==> src/shared/smfr_defines.svh <==
// register offsets, bit positions and timing figures of the fault reaction
`ifndef SMFR_DEFINES_SVH
`define SMFR_DEFINES_SVH
`define SMFR_ADDR_W 4
`define SMFR_DATA_W 8
`define SMFR_NFAULT 13
`define SMFR_A_UV_STAT 4'h0
`define SMFR_A_OV_STAT 4'h1
`define SMFR_A_PROT_STAT 4'h2
`define SMFR_A_EXT_STAT 4'h3
`define SMFR_A_CFG 4'h4
`define SMFR_A_CTRL 4'h5
`define SMFR_A_STATE 4'h6
`define SMFR_A_IRQ_STAT 4'h7
`define SMFR_A_IRQ_EN 4'h8
`define SMFR_A_IRQ_CLR 4'h9
`define SMFR_UV_BOOST_BIT 3
`define SMFR_UV_INTERNAL_REGULATOR_RAIL_BIT 4
`define SMFR_UV_VBAT_BIT 6
`define SMFR_OV_BOOST_BIT 3
`define SMFR_OV_INTERNAL_REGULATOR_RAIL_BIT 4
`define SMFR_OV_IO_BIT 7
`define SMFR_PROT_HOV_BIT 3
`define SMFR_EXT_UV_LSB 0
`define SMFR_EXT_OV_LSB 4
`define SMFR_CTRL_RECOVER_BIT 0
`define SMFR_IRQ_UV_BIT 0
`define SMFR_IRQ_OV_BIT 1
`define SMFR_IRQ_PROT_BIT 2
`define SMFR_IRQ_EXT_BIT 3
`define SMFR_IRQ_STATE_BIT 4
`define SMFR_CLK_NS 20
`define SMFR_DG_RAIL_NS 21000
`define SMFR_DG_INTERNAL_REGULATOR_RAIL_UV_NS 24000
`define SMFR_DG_FAST_NS 10000
`define SMFR_DG_VBAT_NS 90000
`define SMFR_BOOST_WAIT_CYC 500
`define SMFR_SEC_WAIT_CYC 500
`define SMFR_TMR_W 16
`endif

==> src/shared/smfr_pkg.sv <==
// types of the supply monitor fault reaction
package smfr_pkg;
  typedef enum logic [1:0] {
    ST_ACTIVE,
    ST_SAFE,
    ST_RESET,
    ST_OFF
  } smfr_state_type;

  // msb first: prim_extreme_overvoltage is bit 12, boost_uv is bit 0
  typedef struct packed {
    logic prim_extreme_overvoltage;
    logic vbat_uv;
    logic io_ov;
    logic internal_regulator_rail_ov;
    logic internal_regulator_rail_uv;
    logic [1:0] ext_ov;
    logic [1:0] ext_uv;
    logic sec_hov;
    logic boost_hov;
    logic boost_ov;
    logic boost_uv;
  } smfr_fault_type;

  typedef struct packed {
    logic supply_low_notify_sel;
    logic ext_overvolt_notify_sel;
    logic ext_overvolt_reset_sel;
    logic ext_undervolt_notify_sel;
    logic ext_undervolt_reset_sel;
    logic boost_overvolt_reset_sel;
    logic boost_undervolt_reset_sel;
  } smfr_cfg_type;

  typedef struct packed {
    logic [3:0] addr;
    logic [7:0] wdata;
    logic wr;
    logic rd;
  } smfr_bus_type;
endpackage : smfr_pkg

==> src/hw/smfr_deglitch.sv <==
// deglitch filter for one monitor comparator
`timescale 1ns/1ps
module smfr_deglitch #(
  parameter int unsigned CYC = 1
) (
  input logic sys_clk,
  input logic reset,
  input logic raw_in,
  output logic filt_out
);
  localparam int unsigned W = $clog2(CYC + 1);
  logic [W-1:0] cnt_ff;
  logic filt_ff;

  // count consecutive cycles of the raw flag
  always_ff @(posedge sys_clk) begin
    if (reset || !raw_in) begin
      cnt_ff <= '0;
    end else if (cnt_ff != W'(CYC)) begin
      cnt_ff <= cnt_ff + 1'b1;
    end
  end

  // high after CYC cycles, drops at once
  always_ff @(posedge sys_clk) begin
    if (reset) begin
      filt_ff <= 1'b0;
    end else begin
      filt_ff <= raw_in && (cnt_ff >= W'(CYC - 1));
    end
  end

  assign filt_out = filt_ff;
endmodule : smfr_deglitch

==> src/hw/smfr_top.sv <==
// supply monitor fault reaction: filters, status, state and pins
// Notes on behaviour
// RL1 - boost undervoltage: status bit 3, optional RESET
// RL2 - boost undervoltage unselected: status only
// RL3 - boost overvoltage: status bit 3, RESET if selected
// RL4 - boost overvoltage unselected: SAFE, reset high
// RL5 - boost hard overvoltage: SAFE, disable, later OFF
// RL6 - secondary hard overvoltage persisting: OFF after wait
// RL7 - external undervoltage: RESET if selected, else SAFE if notified
// RL8 - external overvoltage: RESET if selected, else SAFE if notified
// RL9 - regulator rail fault: status bit 4, OFF
// RL10 - io overvoltage: status bit 7, no state change
// RL11 - io supply lost: pins pull low only
// RL12 - battery low: drive enable low only if selected
// RL13 - primary extreme overvoltage always forces OFF
// RL14 - status sticky, read clears once fault gone
// RL15 - short glitches ignored, status zero during ramp
// RL16 - worst reaction wins: OFF, RESET, SAFE
//
// Added by the designer: the placing of the registers and the strobed register port.
`timescale 1ns/1ps
`include "smfr_defines.svh"
module smfr_top #(
  parameter int unsigned VBAT_DG_CYC =
    (`SMFR_DG_VBAT_NS + `SMFR_CLK_NS - 1) / `SMFR_CLK_NS,
  parameter int unsigned BOOST_WAIT_CYC = `SMFR_BOOST_WAIT_CYC,
  parameter int unsigned SEC_WAIT_CYC = `SMFR_SEC_WAIT_CYC
) (
  input logic sys_clk,
  input logic reset,
  input smfr_pkg::smfr_fault_type fault_raw,
  input logic rails_ramping,
  input smfr_pkg::smfr_bus_type bus,
  output logic [7:0] rdata,
  output logic irq,
  output logic mcu_reset_out,
  output logic mcu_reset_out_oe,
  output logic drive_enable_irq_out,
  output logic drive_enable_irq_out_oe,
  output logic boost_disable,
  output logic sec_disable,
  output smfr_pkg::smfr_state_type dev_state
);
  import smfr_pkg::*;

  localparam int unsigned RAIL_CYC =
    (`SMFR_DG_RAIL_NS + `SMFR_CLK_NS - 1) / `SMFR_CLK_NS;
  localparam int unsigned INTERNAL_REGULATOR_RAIL_UV_CYC =
    (`SMFR_DG_INTERNAL_REGULATOR_RAIL_UV_NS + `SMFR_CLK_NS - 1) / `SMFR_CLK_NS;
  localparam int unsigned FAST_CYC =
    (`SMFR_DG_FAST_NS + `SMFR_CLK_NS - 1) / `SMFR_CLK_NS;
  localparam int BW = `SMFR_TMR_W;

  function automatic int unsigned dg_cyc(int i);
    case (i)
      8: dg_cyc = INTERNAL_REGULATOR_RAIL_UV_CYC;
      9, 10: dg_cyc = FAST_CYC;
      11: dg_cyc = VBAT_DG_CYC;
      default: dg_cyc = RAIL_CYC;
    endcase
  endfunction : dg_cyc

  logic [`SMFR_NFAULT-1:0] raw_vec;
  logic [`SMFR_NFAULT-1:0] filt_vec;
  logic [`SMFR_NFAULT-1:0] prev_ff;
  logic [`SMFR_NFAULT-1:0] ev_vec;
  smfr_fault_type flt;
  smfr_fault_type evf;
  smfr_cfg_type cfg_ff;
  smfr_state_type state_ff;
  smfr_state_type nxt_state;
  logic [BW-1:0] boost_tmr_ff;
  logic [BW-1:0] sec_tmr_ff;
  logic boost_dis_ff;
  logic sec_dis_ff;
  logic boost_to;
  logic sec_to;
  logic off_req;
  logic rst_req;
  logic safe_req;
  logic recover;
  logic any_fault;
  logic [7:0] uv_ff;
  logic [7:0] ov_ff;
  logic [7:0] prot_ff;
  logic [7:0] ext_ff;
  logic [7:0] uv_set, uv_lvl;
  logic [7:0] ov_set, ov_lvl;
  logic [7:0] prot_set, prot_lvl;
  logic [7:0] ext_set, ext_lvl;
  logic [7:0] irq_stat_ff;
  logic [7:0] irq_en_ff;
  logic [7:0] irq_set;
  logic [7:0] irq_clr;
  logic [7:0] rdata_ff;
  logic rst_lvl_ff, rst_oe_ff;
  logic den_lvl_ff, den_oe_ff;
  logic nxt_rst_lvl, nxt_den_lvl;

  assign raw_vec = fault_raw;

  // one filter per monitored comparator
  for (genvar i = 0; i < `SMFR_NFAULT; i++) begin : g_dg
    smfr_deglitch #(.CYC(dg_cyc(i))) u_dg (
      .sys_clk(sys_clk),
      .reset(reset),
      .raw_in(raw_vec[i]),
      .filt_out(filt_vec[i])
    );
  end

  always_ff @(posedge sys_clk) begin
    if (reset) begin
      prev_ff <= '0;
    end else begin
      prev_ff <= filt_vec;
    end
  end

  assign ev_vec = filt_vec & ~prev_ff; // RL15
  assign flt = smfr_fault_type'(filt_vec);
  assign evf = smfr_fault_type'(ev_vec);
  assign any_fault = |filt_vec;
  assign recover = bus.wr && bus.addr == `SMFR_A_CTRL &&
    bus.wdata[`SMFR_CTRL_RECOVER_BIT];

  // shutdown timers after regulator disable
  assign boost_to = boost_dis_ff && flt.boost_hov &&
    boost_tmr_ff == BW'(BOOST_WAIT_CYC - 1); // RL5
  assign sec_to = sec_dis_ff && flt.sec_hov &&
    sec_tmr_ff == BW'(SEC_WAIT_CYC - 1); // RL6

  always_ff @(posedge sys_clk) begin
    if (reset || !(boost_dis_ff && flt.boost_hov)) begin
      boost_tmr_ff <= '0;
    end else if (!boost_to) begin
      boost_tmr_ff <= boost_tmr_ff + 1'b1; // RL5
    end
  end

  always_ff @(posedge sys_clk) begin
    if (reset || !(sec_dis_ff && flt.sec_hov)) begin
      sec_tmr_ff <= '0;
    end else if (!sec_to) begin
      sec_tmr_ff <= sec_tmr_ff + 1'b1; // RL6
    end
  end

  always_ff @(posedge sys_clk) begin
    if (reset) begin
      boost_dis_ff <= 1'b0;
      sec_dis_ff <= 1'b0;
    end else begin
      if (evf.boost_hov) begin
        boost_dis_ff <= 1'b1; // RL5
      end else if (recover && !flt.boost_hov) begin
        boost_dis_ff <= 1'b0;
      end
      if (evf.sec_hov) begin
        sec_dis_ff <= 1'b1; // RL6
      end else if (recover && !flt.sec_hov) begin
        sec_dis_ff <= 1'b0;
      end
    end
  end

  // reaction requests by severity
  always_comb begin
    off_req = evf.internal_regulator_rail_uv || evf.internal_regulator_rail_ov || // RL9
      evf.prim_extreme_overvoltage || boost_to || sec_to; // RL13
    rst_req = (evf.boost_uv && cfg_ff.boost_undervolt_reset_sel) || // RL1
      (evf.boost_ov && cfg_ff.boost_overvolt_reset_sel) || // RL3
      (|evf.ext_uv && cfg_ff.ext_undervolt_reset_sel) || // RL7
      (|evf.ext_ov && cfg_ff.ext_overvolt_reset_sel); // RL8
    safe_req = evf.boost_hov || // RL5
      (evf.boost_ov && !cfg_ff.boost_overvolt_reset_sel) || // RL4
      (|evf.ext_uv && cfg_ff.ext_undervolt_notify_sel) || // RL7
      (|evf.ext_ov && cfg_ff.ext_overvolt_notify_sel); // RL8
  end

  always_comb begin
    nxt_state = state_ff;
    if (state_ff != ST_OFF) begin
      if (off_req) begin
        nxt_state = ST_OFF; // RL16
      end else if (rst_req) begin
        nxt_state = ST_RESET; // RL16
      end else if (safe_req) begin
        if (state_ff != ST_RESET) begin
          nxt_state = ST_SAFE; // RL16
        end
      end else if (recover && !any_fault) begin
        nxt_state = ST_ACTIVE;
      end
    end
  end

  always_ff @(posedge sys_clk) begin
    if (reset) begin
      state_ff <= ST_ACTIVE;
    end else begin
      state_ff <= nxt_state;
    end
  end

  // pin levels follow the next state
  always_comb begin
    nxt_rst_lvl = !(nxt_state == ST_RESET || nxt_state == ST_OFF);
    nxt_den_lvl = nxt_state == ST_ACTIVE &&
      !(flt.vbat_uv && cfg_ff.supply_low_notify_sel); // RL12
  end

  always_ff @(posedge sys_clk) begin
    if (reset) begin
      rst_lvl_ff <= 1'b0;
      rst_oe_ff <= 1'b1;
      den_lvl_ff <= 1'b0;
      den_oe_ff <= 1'b1;
    end else begin
      rst_lvl_ff <= nxt_rst_lvl;
      den_lvl_ff <= nxt_den_lvl;
      rst_oe_ff <= !flt.io_ov || !nxt_rst_lvl; // RL11
      den_oe_ff <= !flt.io_ov || !nxt_den_lvl; // RL11
    end
  end

  // status set and level vectors
  always_comb begin
    uv_set = '0;
    uv_lvl = '0;
    ov_set = '0;
    ov_lvl = '0;
    prot_set = '0;
    prot_lvl = '0;
    ext_set = '0;
    ext_lvl = '0;
    uv_set[`SMFR_UV_BOOST_BIT] = evf.boost_uv; // RL1
    uv_lvl[`SMFR_UV_BOOST_BIT] = flt.boost_uv;
    uv_set[`SMFR_UV_INTERNAL_REGULATOR_RAIL_BIT] = evf.internal_regulator_rail_uv; // RL9
    uv_lvl[`SMFR_UV_INTERNAL_REGULATOR_RAIL_BIT] = flt.internal_regulator_rail_uv;
    uv_set[`SMFR_UV_VBAT_BIT] = evf.vbat_uv;
    uv_lvl[`SMFR_UV_VBAT_BIT] = flt.vbat_uv;
    ov_set[`SMFR_OV_BOOST_BIT] = evf.boost_ov; // RL3
    ov_lvl[`SMFR_OV_BOOST_BIT] = flt.boost_ov;
    ov_set[`SMFR_OV_INTERNAL_REGULATOR_RAIL_BIT] = evf.internal_regulator_rail_ov; // RL9
    ov_lvl[`SMFR_OV_INTERNAL_REGULATOR_RAIL_BIT] = flt.internal_regulator_rail_ov;
    ov_set[`SMFR_OV_IO_BIT] = evf.io_ov; // RL10
    ov_lvl[`SMFR_OV_IO_BIT] = flt.io_ov;
    prot_set[`SMFR_PROT_HOV_BIT] = evf.boost_hov; // RL5
    prot_lvl[`SMFR_PROT_HOV_BIT] = flt.boost_hov;
    ext_set[`SMFR_EXT_UV_LSB +: 2] = evf.ext_uv; // RL7
    ext_lvl[`SMFR_EXT_UV_LSB +: 2] = flt.ext_uv;
    ext_set[`SMFR_EXT_OV_LSB +: 2] = evf.ext_ov; // RL8
    ext_lvl[`SMFR_EXT_OV_LSB +: 2] = flt.ext_ov;
  end

  // sticky status, read clears bits whose fault is gone, set wins
  function automatic logic [7:0] stat_upd(logic [7:0] old,
    logic [7:0] set, logic [7:0] lvl, logic rd);
    stat_upd = (old & ~(rd ? ~lvl : 8'h00)) | set;
  endfunction : stat_upd

  always_ff @(posedge sys_clk) begin
    if (reset || rails_ramping) begin
      uv_ff <= 8'h00; // RL15
      ov_ff <= 8'h00;
      prot_ff <= 8'h00;
      ext_ff <= 8'h00;
    end else begin
      uv_ff <= stat_upd(uv_ff, uv_set, uv_lvl,
        bus.rd && bus.addr == `SMFR_A_UV_STAT); // RL14
      ov_ff <= stat_upd(ov_ff, ov_set, ov_lvl,
        bus.rd && bus.addr == `SMFR_A_OV_STAT); // RL14
      prot_ff <= stat_upd(prot_ff, prot_set, prot_lvl,
        bus.rd && bus.addr == `SMFR_A_PROT_STAT); // RL14
      ext_ff <= stat_upd(ext_ff, ext_set, ext_lvl,
        bus.rd && bus.addr == `SMFR_A_EXT_STAT); // RL14
    end
  end

  // configuration and interrupt enable
  always_ff @(posedge sys_clk) begin
    if (reset) begin
      cfg_ff <= '0;
      irq_en_ff <= 8'h00;
    end else if (bus.wr && bus.addr == `SMFR_A_CFG) begin
      cfg_ff <= smfr_cfg_type'(bus.wdata[6:0]);
    end else if (bus.wr && bus.addr == `SMFR_A_IRQ_EN) begin
      irq_en_ff <= bus.wdata;
    end
  end

  // interrupt status, set wins over clear
  always_comb begin
    irq_set = '0;
    irq_set[`SMFR_IRQ_UV_BIT] = |uv_set;
    irq_set[`SMFR_IRQ_OV_BIT] = |ov_set;
    irq_set[`SMFR_IRQ_PROT_BIT] = |prot_set;
    irq_set[`SMFR_IRQ_EXT_BIT] = |ext_set;
    irq_set[`SMFR_IRQ_STATE_BIT] = nxt_state != state_ff;
    irq_clr = (bus.wr && bus.addr == `SMFR_A_IRQ_CLR) ? bus.wdata : 8'h00;
  end

  always_ff @(posedge sys_clk) begin
    if (reset) begin
      irq_stat_ff <= 8'h00;
    end else begin
      irq_stat_ff <= (irq_stat_ff & ~irq_clr) | irq_set;
    end
  end

  // read data one cycle after the strobe
  always_ff @(posedge sys_clk) begin
    if (reset || !bus.rd) begin
      rdata_ff <= 8'h00;
    end else begin
      case (bus.addr)
        `SMFR_A_UV_STAT: rdata_ff <= uv_ff;
        `SMFR_A_OV_STAT: rdata_ff <= ov_ff;
        `SMFR_A_PROT_STAT: rdata_ff <= prot_ff;
        `SMFR_A_EXT_STAT: rdata_ff <= ext_ff;
        `SMFR_A_CFG: rdata_ff <= {1'b0, cfg_ff};
        `SMFR_A_STATE: rdata_ff <= {6'h00, state_ff};
        `SMFR_A_IRQ_STAT: rdata_ff <= irq_stat_ff;
        `SMFR_A_IRQ_EN: rdata_ff <= irq_en_ff;
        default: rdata_ff <= 8'h00;
      endcase
    end
  end

  assign rdata = rdata_ff;
  assign irq = |(irq_stat_ff & irq_en_ff);
  assign mcu_reset_out = rst_lvl_ff;
  assign mcu_reset_out_oe = rst_oe_ff;
  assign drive_enable_irq_out = den_lvl_ff;
  assign drive_enable_irq_out_oe = den_oe_ff;
  assign boost_disable = boost_dis_ff;
  assign sec_disable = sec_dis_ff;
  assign dev_state = state_ff;

  logic quiet;
  assign quiet = !off_req && !recover && state_ff == ST_ACTIVE;
endmodule : smfr_top

==> config.mk <==
export PLATFORM = sky130hd
export DESIGN_NAME = smfr_top
export DESIGN_NICKNAME = d
export VERILOG_FILES = /design/src/shared/smfr_pkg.sv /design/src/hw/smfr_deglitch.sv /design/src/hw/smfr_top.sv
export VERILOG_INCLUDE_DIRS = /design/src /design/src/shared
export SDC_FILE = /design/constraint.sdc
export NUM_CORES = 1
export LEC_CHECK = 0
export BUFFER_PORTS_ARGS = -buffer_cell sky130_fd_sc_hd__buf_4
export CORE_UTILIZATION = 30
export DETAILED_ROUTE_END_ITERATION = 16
export GPL_ROUTABILITY_DRIVEN = 0
export PLACE_DENSITY = 0.43
export REMOVE_ABC_BUFFERS = 1
export SYNTH_ARGS = -nofsm -noshare
export SYNTH_HDL_FRONTEND = slang
export SYNTH_SLANG_ARGS = --single-unit
==> constraint.sdc <==
create_clock -name sys_clk -period 2.4 [get_ports sys_clk]
set_input_delay 0.24 -clock sys_clk [delete_from_list [all_inputs] [get_ports sys_clk]]
set_output_delay 0.24 -clock sys_clk [all_outputs]
set_load 0.02 [all_outputs]
==> results of run 1 <==
## kinds of logic after synthesis
group | Yosys count
mux | 21
flops | 270
fa+ha+maj | 37
buf+inv | 92
xor+xnor | 132
compound gates | 174
simple gates | 641
## cell usage after synthesis (all sizes together) (3+ instances only)
library cell,instances
a211oi,12
a221oi,3
mux2i,12
clkbuf,42
dfxtp,270
nand2b,23
and2,19
o21ai,42
nor4,15
or4,11
xor2,90
nor2b,33
a21oi,70
a22o,10
nand3,78
and3,30
or3,21
nor3b,6
mux2,9
nand3b,4
nor2,220
nor4b,3
inv,48
o22ai,3
nand2,107
a31oi,5
nor3,20
a22oi,11
xnor2,42
o41ai,4
nand4,41
ha,37
## routing by layer
metal  up-vias  global-route usage  part of all wire
met3        38             0.02906             0.038
met2       118              0.2188              0.43
met5         -                   0                 0
met1      4250              0.1918              0.51
met4         0             0.03735             0.018
li1       4791                   -                 -
## flip-flops by register name, indices dropped and copies added (netlist names)
| name | cells |
|---|---|
| ov_ff | 8 |
| drive_enable_irq_out_oe | 1 |
| boost_tmr_ff | 16 |
| ext_ff | 8 |
| cfg_ff | 7 |
| irq_en_ff | 8 |
| prot_ff | 8 |
| g_dg.u_dg.cnt_ff | 141 |
| drive_enable_irq_out | 1 |
| sec_disable | 1 |
| mcu_reset_out | 1 |
| rdata | 8 |
| boost_disable | 1 |
| sec_tmr_ff | 16 |
| irq_stat_ff | 8 |
| g_dg.u_dg.filt_out | 13 |
| mcu_reset_out_oe | 1 |
| dev_state | 2 |
| uv_ff | 8 |
| prev_ff | 13 |
## through the flow
step,utilization,worst slack [ps],cell area [µm²],cells
detailed placement,0.3295,156.9,12790,1902
floorplan,-,355.0,11690,1323
finish,0.3593,148.8,13950,1969
CTS,0.3593,136.2,13950,1969
global route,0.3593,32.21,13950,1969
global placement,0.3295,207.7,12790,1902
## tightest hold or removal path: stages
cell	delay [ps]
buf_4	140
nand3_1	70
a21oi_1	60
## placed cells by master (no fill, tap or decap), types with 8 or more instances in the layout
master and instances:
a211oi_1 12, a21oi_1 70, a22o_1 10, a22oi_1 11, and2_1 17, and3_1 28
buf_4 61, clkbuf_16 35, clkinv_2 8, dfxtp_1 270, ha_1 37, inv_1 48
mux2_2 9, mux2i_1 12, nand2_1 107, nand2b_1 23, nand3_1 78, nand4_1 40
nor2_1 220, nor2b_1 32, nor3_1 19, nor4_1 11, o21ai_0 42, or3_1 20
or4_1 11, xnor2_1 42, xor2_1 90
## power by group through the flow
| stage | clock network [W] | registers [W] | logic (W) |
|---|---|---|---|
| finish | 0.00495 | 0.00455 | 0.000303 |
| global route | 0.00535 | 0.00455 | 0.000338 |
| CTS | 0.00516 | 0.00455 | 0.000307 |
| detailed placement | 0 | 0.00465 | 0.000297 |
| global placement | 0 | 0.00465 | 0.000297 |
| floorplan | 0 | 0.00464 | 0.000143 |
## how the worst min path moves through the flow
stage | start | end
detailed placement | bus[9] | irq_stat_ff[7]$_SDFF_PP0_
global route | bus[2] | irq_en_ff[0]$_SDFFE_PP0P_
floorplan | reset | prev_ff[4]$_SDFF_PP0_
finish | bus[2] | irq_en_ff[0]$_SDFFE_PP0P_
global placement | bus[9] | irq_stat_ff[7]$_SDFF_PP0_
CTS | bus[2] | irq_en_ff[0]$_SDFFE_PP0P_
## cell type report
cell class / instances / area (µm²) / area share
flip-flops and latches: 270 / 5405 / 0.3874
well taps: 518 / 648.1 / 0.04646
repair buffers: 68 / 528.0 / 0.03785
inverters: 48 / 180.2 / 0.01291
clock inverters: 11 / 87.58 / 0.006278
multi-input cells: 1005 / 6103 / 0.4375
clock buffers: 49 / 998.5 / 0.07157
## what timing repair did
action,in CTS,in global routing
hold buffers,7,0
endpoints found under the setup margin,0,0
hold endpoints to repair,16,0
resized for setup,0,0
==> impl_table.tex, run 1 <==
\begin{tabular}{lr}
\hline
Metric & Value \\
\hline
\multicolumn{2}{l}{\textbf{Power}} \\
Power per cell area & 702.5 mW/mm² \\
Tot Pwr & 0.009801 W \\
Share of power burned in combinational logic & 0.031 \\
Worst supply voltage drop on vdd & 0.0003987 V \\
Pint & $\sim$0.0076 W \\
Sw Share & 0.2219 \\
Clock share of power & 0.505 \\
Leakage power of the design & 4.898 nW \\
Psw & 0.002175 W \\
Reg power frac & 0.464 \\
\multicolumn{2}{l}{\textbf{Setup path}} \\
WP buf/inv & 0 \\
Critical Path Sink Type & flip-flop \\
Endpoint of the most critical setup path & drive\_enable\_irq\_out\_oe\$\_SDFF\_PP1\_ \\
Critical path fanouts, max & 4 \\
Arrival time at the worst endpoint & 2640 ps \\
Critical Path Start & boost\_tmr\_ff[0]\$\_SDFFE\_PP0N\_ \\
R2r endpoint & drive\_enable\_irq\_out\_oe\$\_SDFF\_PP1\_ \\
Critical R2R Launch & boost\_tmr\_ff[0]\$\_SDFFE\_PP0N\_ \\
CP peak stage delay & about 440 ps \\
Category of the critical setup timing path & flip-flop to flip-flop \\
Slack of the worst reg-to-reg path & roughly 150 ps \\
Cell family with most CP delay & simple AND/OR/NAND/NOR gates \\
Number of cells on the critical path & 8 \\
Crit path required time & 2790 ps \\
Crit path cell chain & ha\_1, nor4bb\_1, and3\_4, nand2\_1, or3b\_1, nor4\_4, and2b\_4, nand3\_1 \\
Slowest-stage cell, CP & or3b\_1 \\
Worst Setup Start Kind & flip-flop \\
Number of cell instances on the worst register-to-register path & 8 \\
\multicolumn{2}{l}{\textbf{Clock tree}} \\
Count of buffers added by post-CTS timing repair for setup & 0 \\
\# H-tree levels & 2 \\
TritonCTS sink count & between 200 and 300 \\
Clock tree root buffer cell & clkbuf\_16 \\
Worst-skew pair later-pin latency & 510 ps \\
Clock tree from TritonCTS & yes \\
Clock-pin slew reported for the worst setup and hold paths after clock tree synthesis & 60 ps \\
Clock buffer depth & 3 \\
Inserted Clock Buffers & 34 \\
\multicolumn{2}{l}{\textbf{Route}} \\
Final routed wirelength across all metal layers & 27.75 mm \\
Drt pass-1 iters & 6 \\
Final antenna-violating net count & 0 \\
DRC violations left & 0 \\
Initial DRC Count & 439 \\
Total number of vias & 9197 \\
Via-to-Cell Ratio & 4.671 \\
Avg WL per Cell & 14.09 µm \\
\multicolumn{2}{l}{\textbf{Timing}} \\
Max Freq & 444.2 MHz \\
Headroom to the max-slew limit & 0.6057 \\
Final-report max-slew violation count & 0 \\
Final count of negative-setup-slack endpoints & 0 \\
Hold Fails Final Rpt & 0 \\
Worst slew pin tran & 591.4 ps \\
Hold Worst Slack & about 50 ps \\
Setup Skew & 16.03 ps \\
Unrepaired setup endpoints after global routing & false \\
Total negative slack for setup checks & 0 ps \\
Time the final worst path needs with I/O delays and setup & 2251 ps \\
Period utilization & 0.9380 \\
\multicolumn{2}{l}{\textbf{Min path}} \\
Class of the tightest hold or removal check & input pin to flip-flop \\
Depth of the worst hold-timing path & 3 \\
\multicolumn{2}{l}{\textbf{Logic synthesis}} \\
Number of synthesized flops with an enable pin & 0 \\
Post-synth top flop & dfxtp\_1 \\
Total of warnings raised by yosys & 0 \\
FF+latch count, synth & 270 \\
Mean area per synthesized cell & 8.674 µm² \\
Synth top area cells & dfxtp\_1 46\%, nor2\_1 7.0\%, xor2\_1 6.6\% \\
Post-synthesis instance area & between 0.01 and 0.015 mm² \\
Synth async-reset ratio & 0 \\
Yosys top cell area share & 0.4558 \\
Adder-cell share of the synthesized area & 0.03904 \\
Gate Count Post-Synth & 1367 \\
Compound-cell area share of the yosys netlist & 0.09053 \\
Multiplexer fraction of the synthesized cell area & 0.01868 \\
Synth unique cells & between 60 and 70 \\
Main combinational cell family by area after synthesis & simple AND/OR/NAND/NOR gates \\
Post-Synth XOR/XNOR Area & 0.09750 \\
Post-synthesis sequential area ratio & 0.4558 \\
Simple-gate share of the synthesized area & 0.2690 \\
Most area-hungry cell type in the Yosys netlist & dfxtp\_1 \\
\multicolumn{2}{l}{\textbf{Floorplanning}} \\
I/O pin total & 47 \\
Chip height & 200.8 µm \\
Width of the die & 200.8 µm \\
Core area & 0.03883 mm² \\
Initial Util & 0.3054 \\
Cell Rows & 72 \\
Die Area & 0.04032 mm² \\
\multicolumn{2}{l}{\textbf{Final layout}} \\
Net count of the finished layout & between 1000 and 1500 \\
Total inserted antenna cells & 0 \\
Number of fillers in the final layout & 4061 \\
Share of post-route cells with drive strength above 1 & 0.09511 \\
Area growth from synthesis to layout & 17.65\% \\
\multicolumn{2}{l}{\textbf{GRT}} \\
Number of global-route vias before repair & approximately 8900 \\
Total routing usage reported by global routing & 0.1389 \\
First-pass GRT wire length & 46.39 mm \\
Initial antenna violation count & 0 \\
Overall overflow remaining after global route & 0 \\
Maximum number of pins on one net before global-route repair & 31 \\
\multicolumn{2}{l}{\textbf{Job}} \\
Count of maximum capacitance violations & 0 \\
\multicolumn{2}{l}{\textbf{Place}} \\
Number of port buffers & 46 \\
Sum of net half-perimeters after detailed placement & 19.53 mm \\
\multicolumn{2}{l}{\textbf{Status}} \\
Outcome & finished, final reports clean \\
\hline
\end{tabular}
Note: power is estimated with default switching activity, not from simulation.
==> run 2: changes to the inputs <==
--- a/config.mk
+++ b/config.mk
@@ -14,4 +14,5 @@
 export REMOVE_ABC_BUFFERS = 1
 export SYNTH_ARGS = -nofsm -noshare
 export SYNTH_HDL_FRONTEND = slang
+export SYNTH_HIERARCHICAL = 1
 export SYNTH_SLANG_ARGS = --single-unit
==> impl_table.tex, run 2 <==
\begin{tabular}{lr}
\hline
Metric & Value \\
\hline
\multicolumn{2}{l}{\textbf{Logic synthesis}} \\
Most area-hungry cell type in the Yosys netlist & dfxtp\_1 \\
Gate Count Post-Synth & approximately 1400 \\
Most numerous cell in the Yosys netlist & dfxtp\_1 \\
Post-synthesis sequential area ratio & 0.4241 \\
Synth unique cells & 74 \\
Number of synthesized flops with an enable pin & 0 \\
Post-synth top flop & dfxtp\_1 \\
Post-synthesis instance area & 0.01274 mm² \\
Mean area per synthesized cell & 8.975 µm² \\
Total of warnings raised by yosys & 6 \\
Most used standard cells in the synthesized netlist & 270 x dfxtp\_1, 131 x nor2\_1, 122 x nand2\_1, 79 x a21oi\_1, 75 x inv\_1 \\
Yosys top cell area share & 0.4241 \\
Synth async-reset ratio & 0 \\
Synth top area cells & dfxtp\_1 42\%, nor2\_1 3.9\%, mux2i\_1 3.8\% \\
FF+latch count, synth & 270 \\
\multicolumn{2}{l}{\textbf{Floorplanning}} \\
Initial Util & 0.3038 \\
Chip height & 208.1 µm \\
Core area & 0.04195 mm² \\
Cell Rows & 75 \\
Die Area & 0.04331 mm² \\
I/O pin total & 47 \\
Width of the die & 208.1 µm \\
\multicolumn{2}{l}{\textbf{GRT}} \\
Initial antenna violation count & 3 \\
First-pass GRT wire length & 50.53 mm \\
Overall overflow remaining after global route & 0 \\
Maximum number of pins on one net before global-route repair & a little over 40 \\
Total routing usage reported by global routing & 0.1414 \\
Number of global-route vias before repair & 9613 \\
\multicolumn{2}{l}{\textbf{Setup path}} \\
Arrival time at the worst endpoint & 2720 ps \\
Slack of the worst reg-to-reg path & between 150 and 200 ps \\
Slowest-stage cell, CP & or3b\_4 \\
Number of cells on the critical path & 7 \\
Number of cell instances on the worst register-to-register path & 7 \\
WP buf/inv & 0 \\
Critical path fanouts, max & 6 \\
Critical R2R Launch & sec\_tmr\_ff[0]\$\_SDFFE\_PP0N\_ \\
R2r endpoint & drive\_enable\_irq\_out\$\_SDFF\_PP0\_ \\
Crit path required time & 2910 ps \\
Crit path cell chain & ha\_1, and4\_1, nand4\_4, or3b\_4, nor4\_4, and2b\_1, and3\_1 \\
CP peak stage delay & 430 ps \\
Critical Path Sink Type & flip-flop \\
Cell family with most CP delay & simple AND/OR/NAND/NOR gates \\
Worst Setup Start Kind & flip-flop \\
Category of the critical setup timing path & flip-flop to flip-flop \\
\multicolumn{2}{l}{\textbf{Final layout}} \\
Final design instance area without fill & 0.01475 mm² \\
Area growth from synthesis to layout & 15.72\% \\
Net count of the finished layout & approximately 1600 \\
Share of post-route cells with drive strength above 1 & 0.1105 \\
Register with the highest flop count & g\_dg.u\_dg/cnt\_ff \\
Register cell area after layout & 0.005405 mm² \\
Registers with the highest flip-flop counts & g\_dg.u\_dg/cnt\_ff: 141 flops, boost\_tmr\_ff: 16 flops, sec\_tmr\_ff: 16 flops \\
Flip-flop count of the largest register after layout & around 140 \\
Most frequent cells in the layout & 270 x dfxtp\_1, 131 x nor2\_1, 122 x nand2\_1, 79 x a21oi\_1, 75 x inv\_1 \\
Number of fillers in the final layout & 4294 \\
Commonest non-fill, non-tap cell in the layout & dfxtp\_1 \\
Combined area of the multi-input logic cells & 0.006817 mm² \\
Utilization after layout & 0.3516 \\
\multicolumn{2}{l}{\textbf{Power}} \\
Worst supply voltage drop on vdd & 0.0004804 V \\
Tot Pwr & 0.009485 W \\
Power per cell area & between 600 and 700 mW/mm² \\
Leakage power of the design & 4.962 nW \\
\multicolumn{2}{l}{\textbf{Route}} \\
Avg WL per Cell & 14.90 µm \\
Total number of vias & $\sim$10000 \\
Final antenna-violating net count & 0 \\
DRC violations left & 0 \\
Via-to-Cell Ratio & 4.959 \\
Initial DRC Count & 575 \\
Final routed wirelength across all metal layers & 30.56 mm \\
Drt pass-1 iters & 5 \\
\multicolumn{2}{l}{\textbf{Timing}} \\
Period utilization & 0.9242 \\
Time the final worst path needs with I/O delays and setup & 2218 ps \\
Hold Worst Slack & 22.46 ps \\
Total negative slack for setup checks & 0 ps \\
Headroom to the max-slew limit & 0.4531 \\
Hold Fails Final Rpt & 0 \\
Final count of negative-setup-slack endpoints & 0 \\
Setup Skew & roughly 19 ps \\
Max Freq & 450.9 MHz \\
Unrepaired setup endpoints after global routing & false \\
Worst slew pin tran & 817.3 ps \\
Final-report max-slew violation count & 0 \\
\multicolumn{2}{l}{\textbf{Status}} \\
Outcome & finished, final reports clean \\
\multicolumn{2}{l}{\textbf{Clock tree}} \\
Count of buffers added by post-CTS timing repair for setup & 0 \\
Worst-skew pair later-pin latency & 580 ps \\
\# H-tree levels & 1 \\
TritonCTS sink count & 270 \\
Post\_cts resized & 0 \\
Clock tree from TritonCTS & yes \\
Clock buffer depth & 3 \\
Clock-pin slew reported for the worst setup and hold paths after clock tree synthesis & 60 ps \\
Clock tree root buffer cell & clkbuf\_16 \\
Inserted Clock Buffers & 31 \\
\multicolumn{2}{l}{\textbf{Min path}} \\
Class of the tightest hold or removal check & input pin to flip-flop \\
Worst Hold Launch & fault\_raw[4] \\
Depth of the worst hold-timing path & 3 \\
Hold Path Sink & g\_dg[4].u\_dg/cnt\_ff[3]\$\_SDFFE\_PP0P\_ \\
\multicolumn{2}{l}{\textbf{Place}} \\
Area after DPL & 0.01367 mm² \\
Sum of net half-perimeters after detailed placement & 21.77 mm \\
Number of port buffers & 46 \\
\multicolumn{2}{l}{\textbf{Job}} \\
Count of maximum capacitance violations & 0 \\
\hline
\end{tabular}
-- run 2: metal layers --
metal	vias up	GRT usage	share of wire
li1	5282	-	-
met3	45	0.02340	0.034
met5	-	0	0.00033
met2	127	0.2296	0.45
met4	2	0.03474	0.022
met1	4715	0.1945	0.50
-- run 2: logic make-up (layout without fill, tap and decap cells) --
family                     Yosys count  count (layout)  synth area share
AOI/OAI and AO/OA                  255             255            0.1264
DFF                                270             270            0.4241
other                                0               1                 0
buffers and inverters              113             204           0.04104
adders and majority gates           37              37           0.03632
muxes                               59              59           0.05007
and+or+nand+nor                    633             633            0.2856
xor gates and xnor gates            53              53           0.03642
-- run 2: area by class of cell --
class / instances / share of cell area
tap: 539 / 0.04573
multi-input combinational: 1037 / 0.4622
timing repair buffer: 75 / 0.03987
clock buffer: 44 / 0.06066
sequential: 270 / 0.3665
clock inverter: 10 / 0.005769
inverter: 75 / 0.01909
antenna: 1 / 0.0001697
-- run 2: per-stage QoR --
stage	setup WS [ps]	instances
finish	182.0	2051
global route	56.81	2051
CTS	144.2	2050
detailed placement	178.7	1986
global placement	206.0	1986
floorplan	365.2	1382
-- run 2: power breakdown --
group          switching (W)  internal [W]
registers          0.0000381       0.00451
logic               0.000205      0.000139
clock network        0.00192       0.00268
total                0.00216       0.00732
-- run 2: worst max-delay path by stage --
stage	slack [ps]	startpoint	to
after floorplan	370	sec_tmr_ff[0]$_SDFFE_PP0N_	irq_stat_ff[4]$_SDFF_PP0_
after global placement	210	sec_tmr_ff[0]$_SDFFE_PP0N_	irq_stat_ff[4]$_SDFF_PP0_
after detailed placement	180	sec_tmr_ff[0]$_SDFFE_PP0N_	drive_enable_irq_out$_SDFF_PP0_
after CTS	140	sec_tmr_ff[0]$_SDFFE_PP0N_	drive_enable_irq_out$_SDFF_PP0_
after global routing	60	sec_tmr_ff[0]$_SDFFE_PP0N_	drive_enable_irq_out$_SDFF_PP0_
final	180	sec_tmr_ff[0]$_SDFFE_PP0N_	drive_enable_irq_out$_SDFF_PP0_
-- run 2: worst min-delay path, stage by stage --
cell,delay (ps)
buf_4,80
nand2b_1,120
nor2_1,120
-- run 2: what timing repair did --
action	in CTS	in global routing
hold endpoints to repair	35	0
endpoints found under the setup margin	0	0
hold buffers	10	0
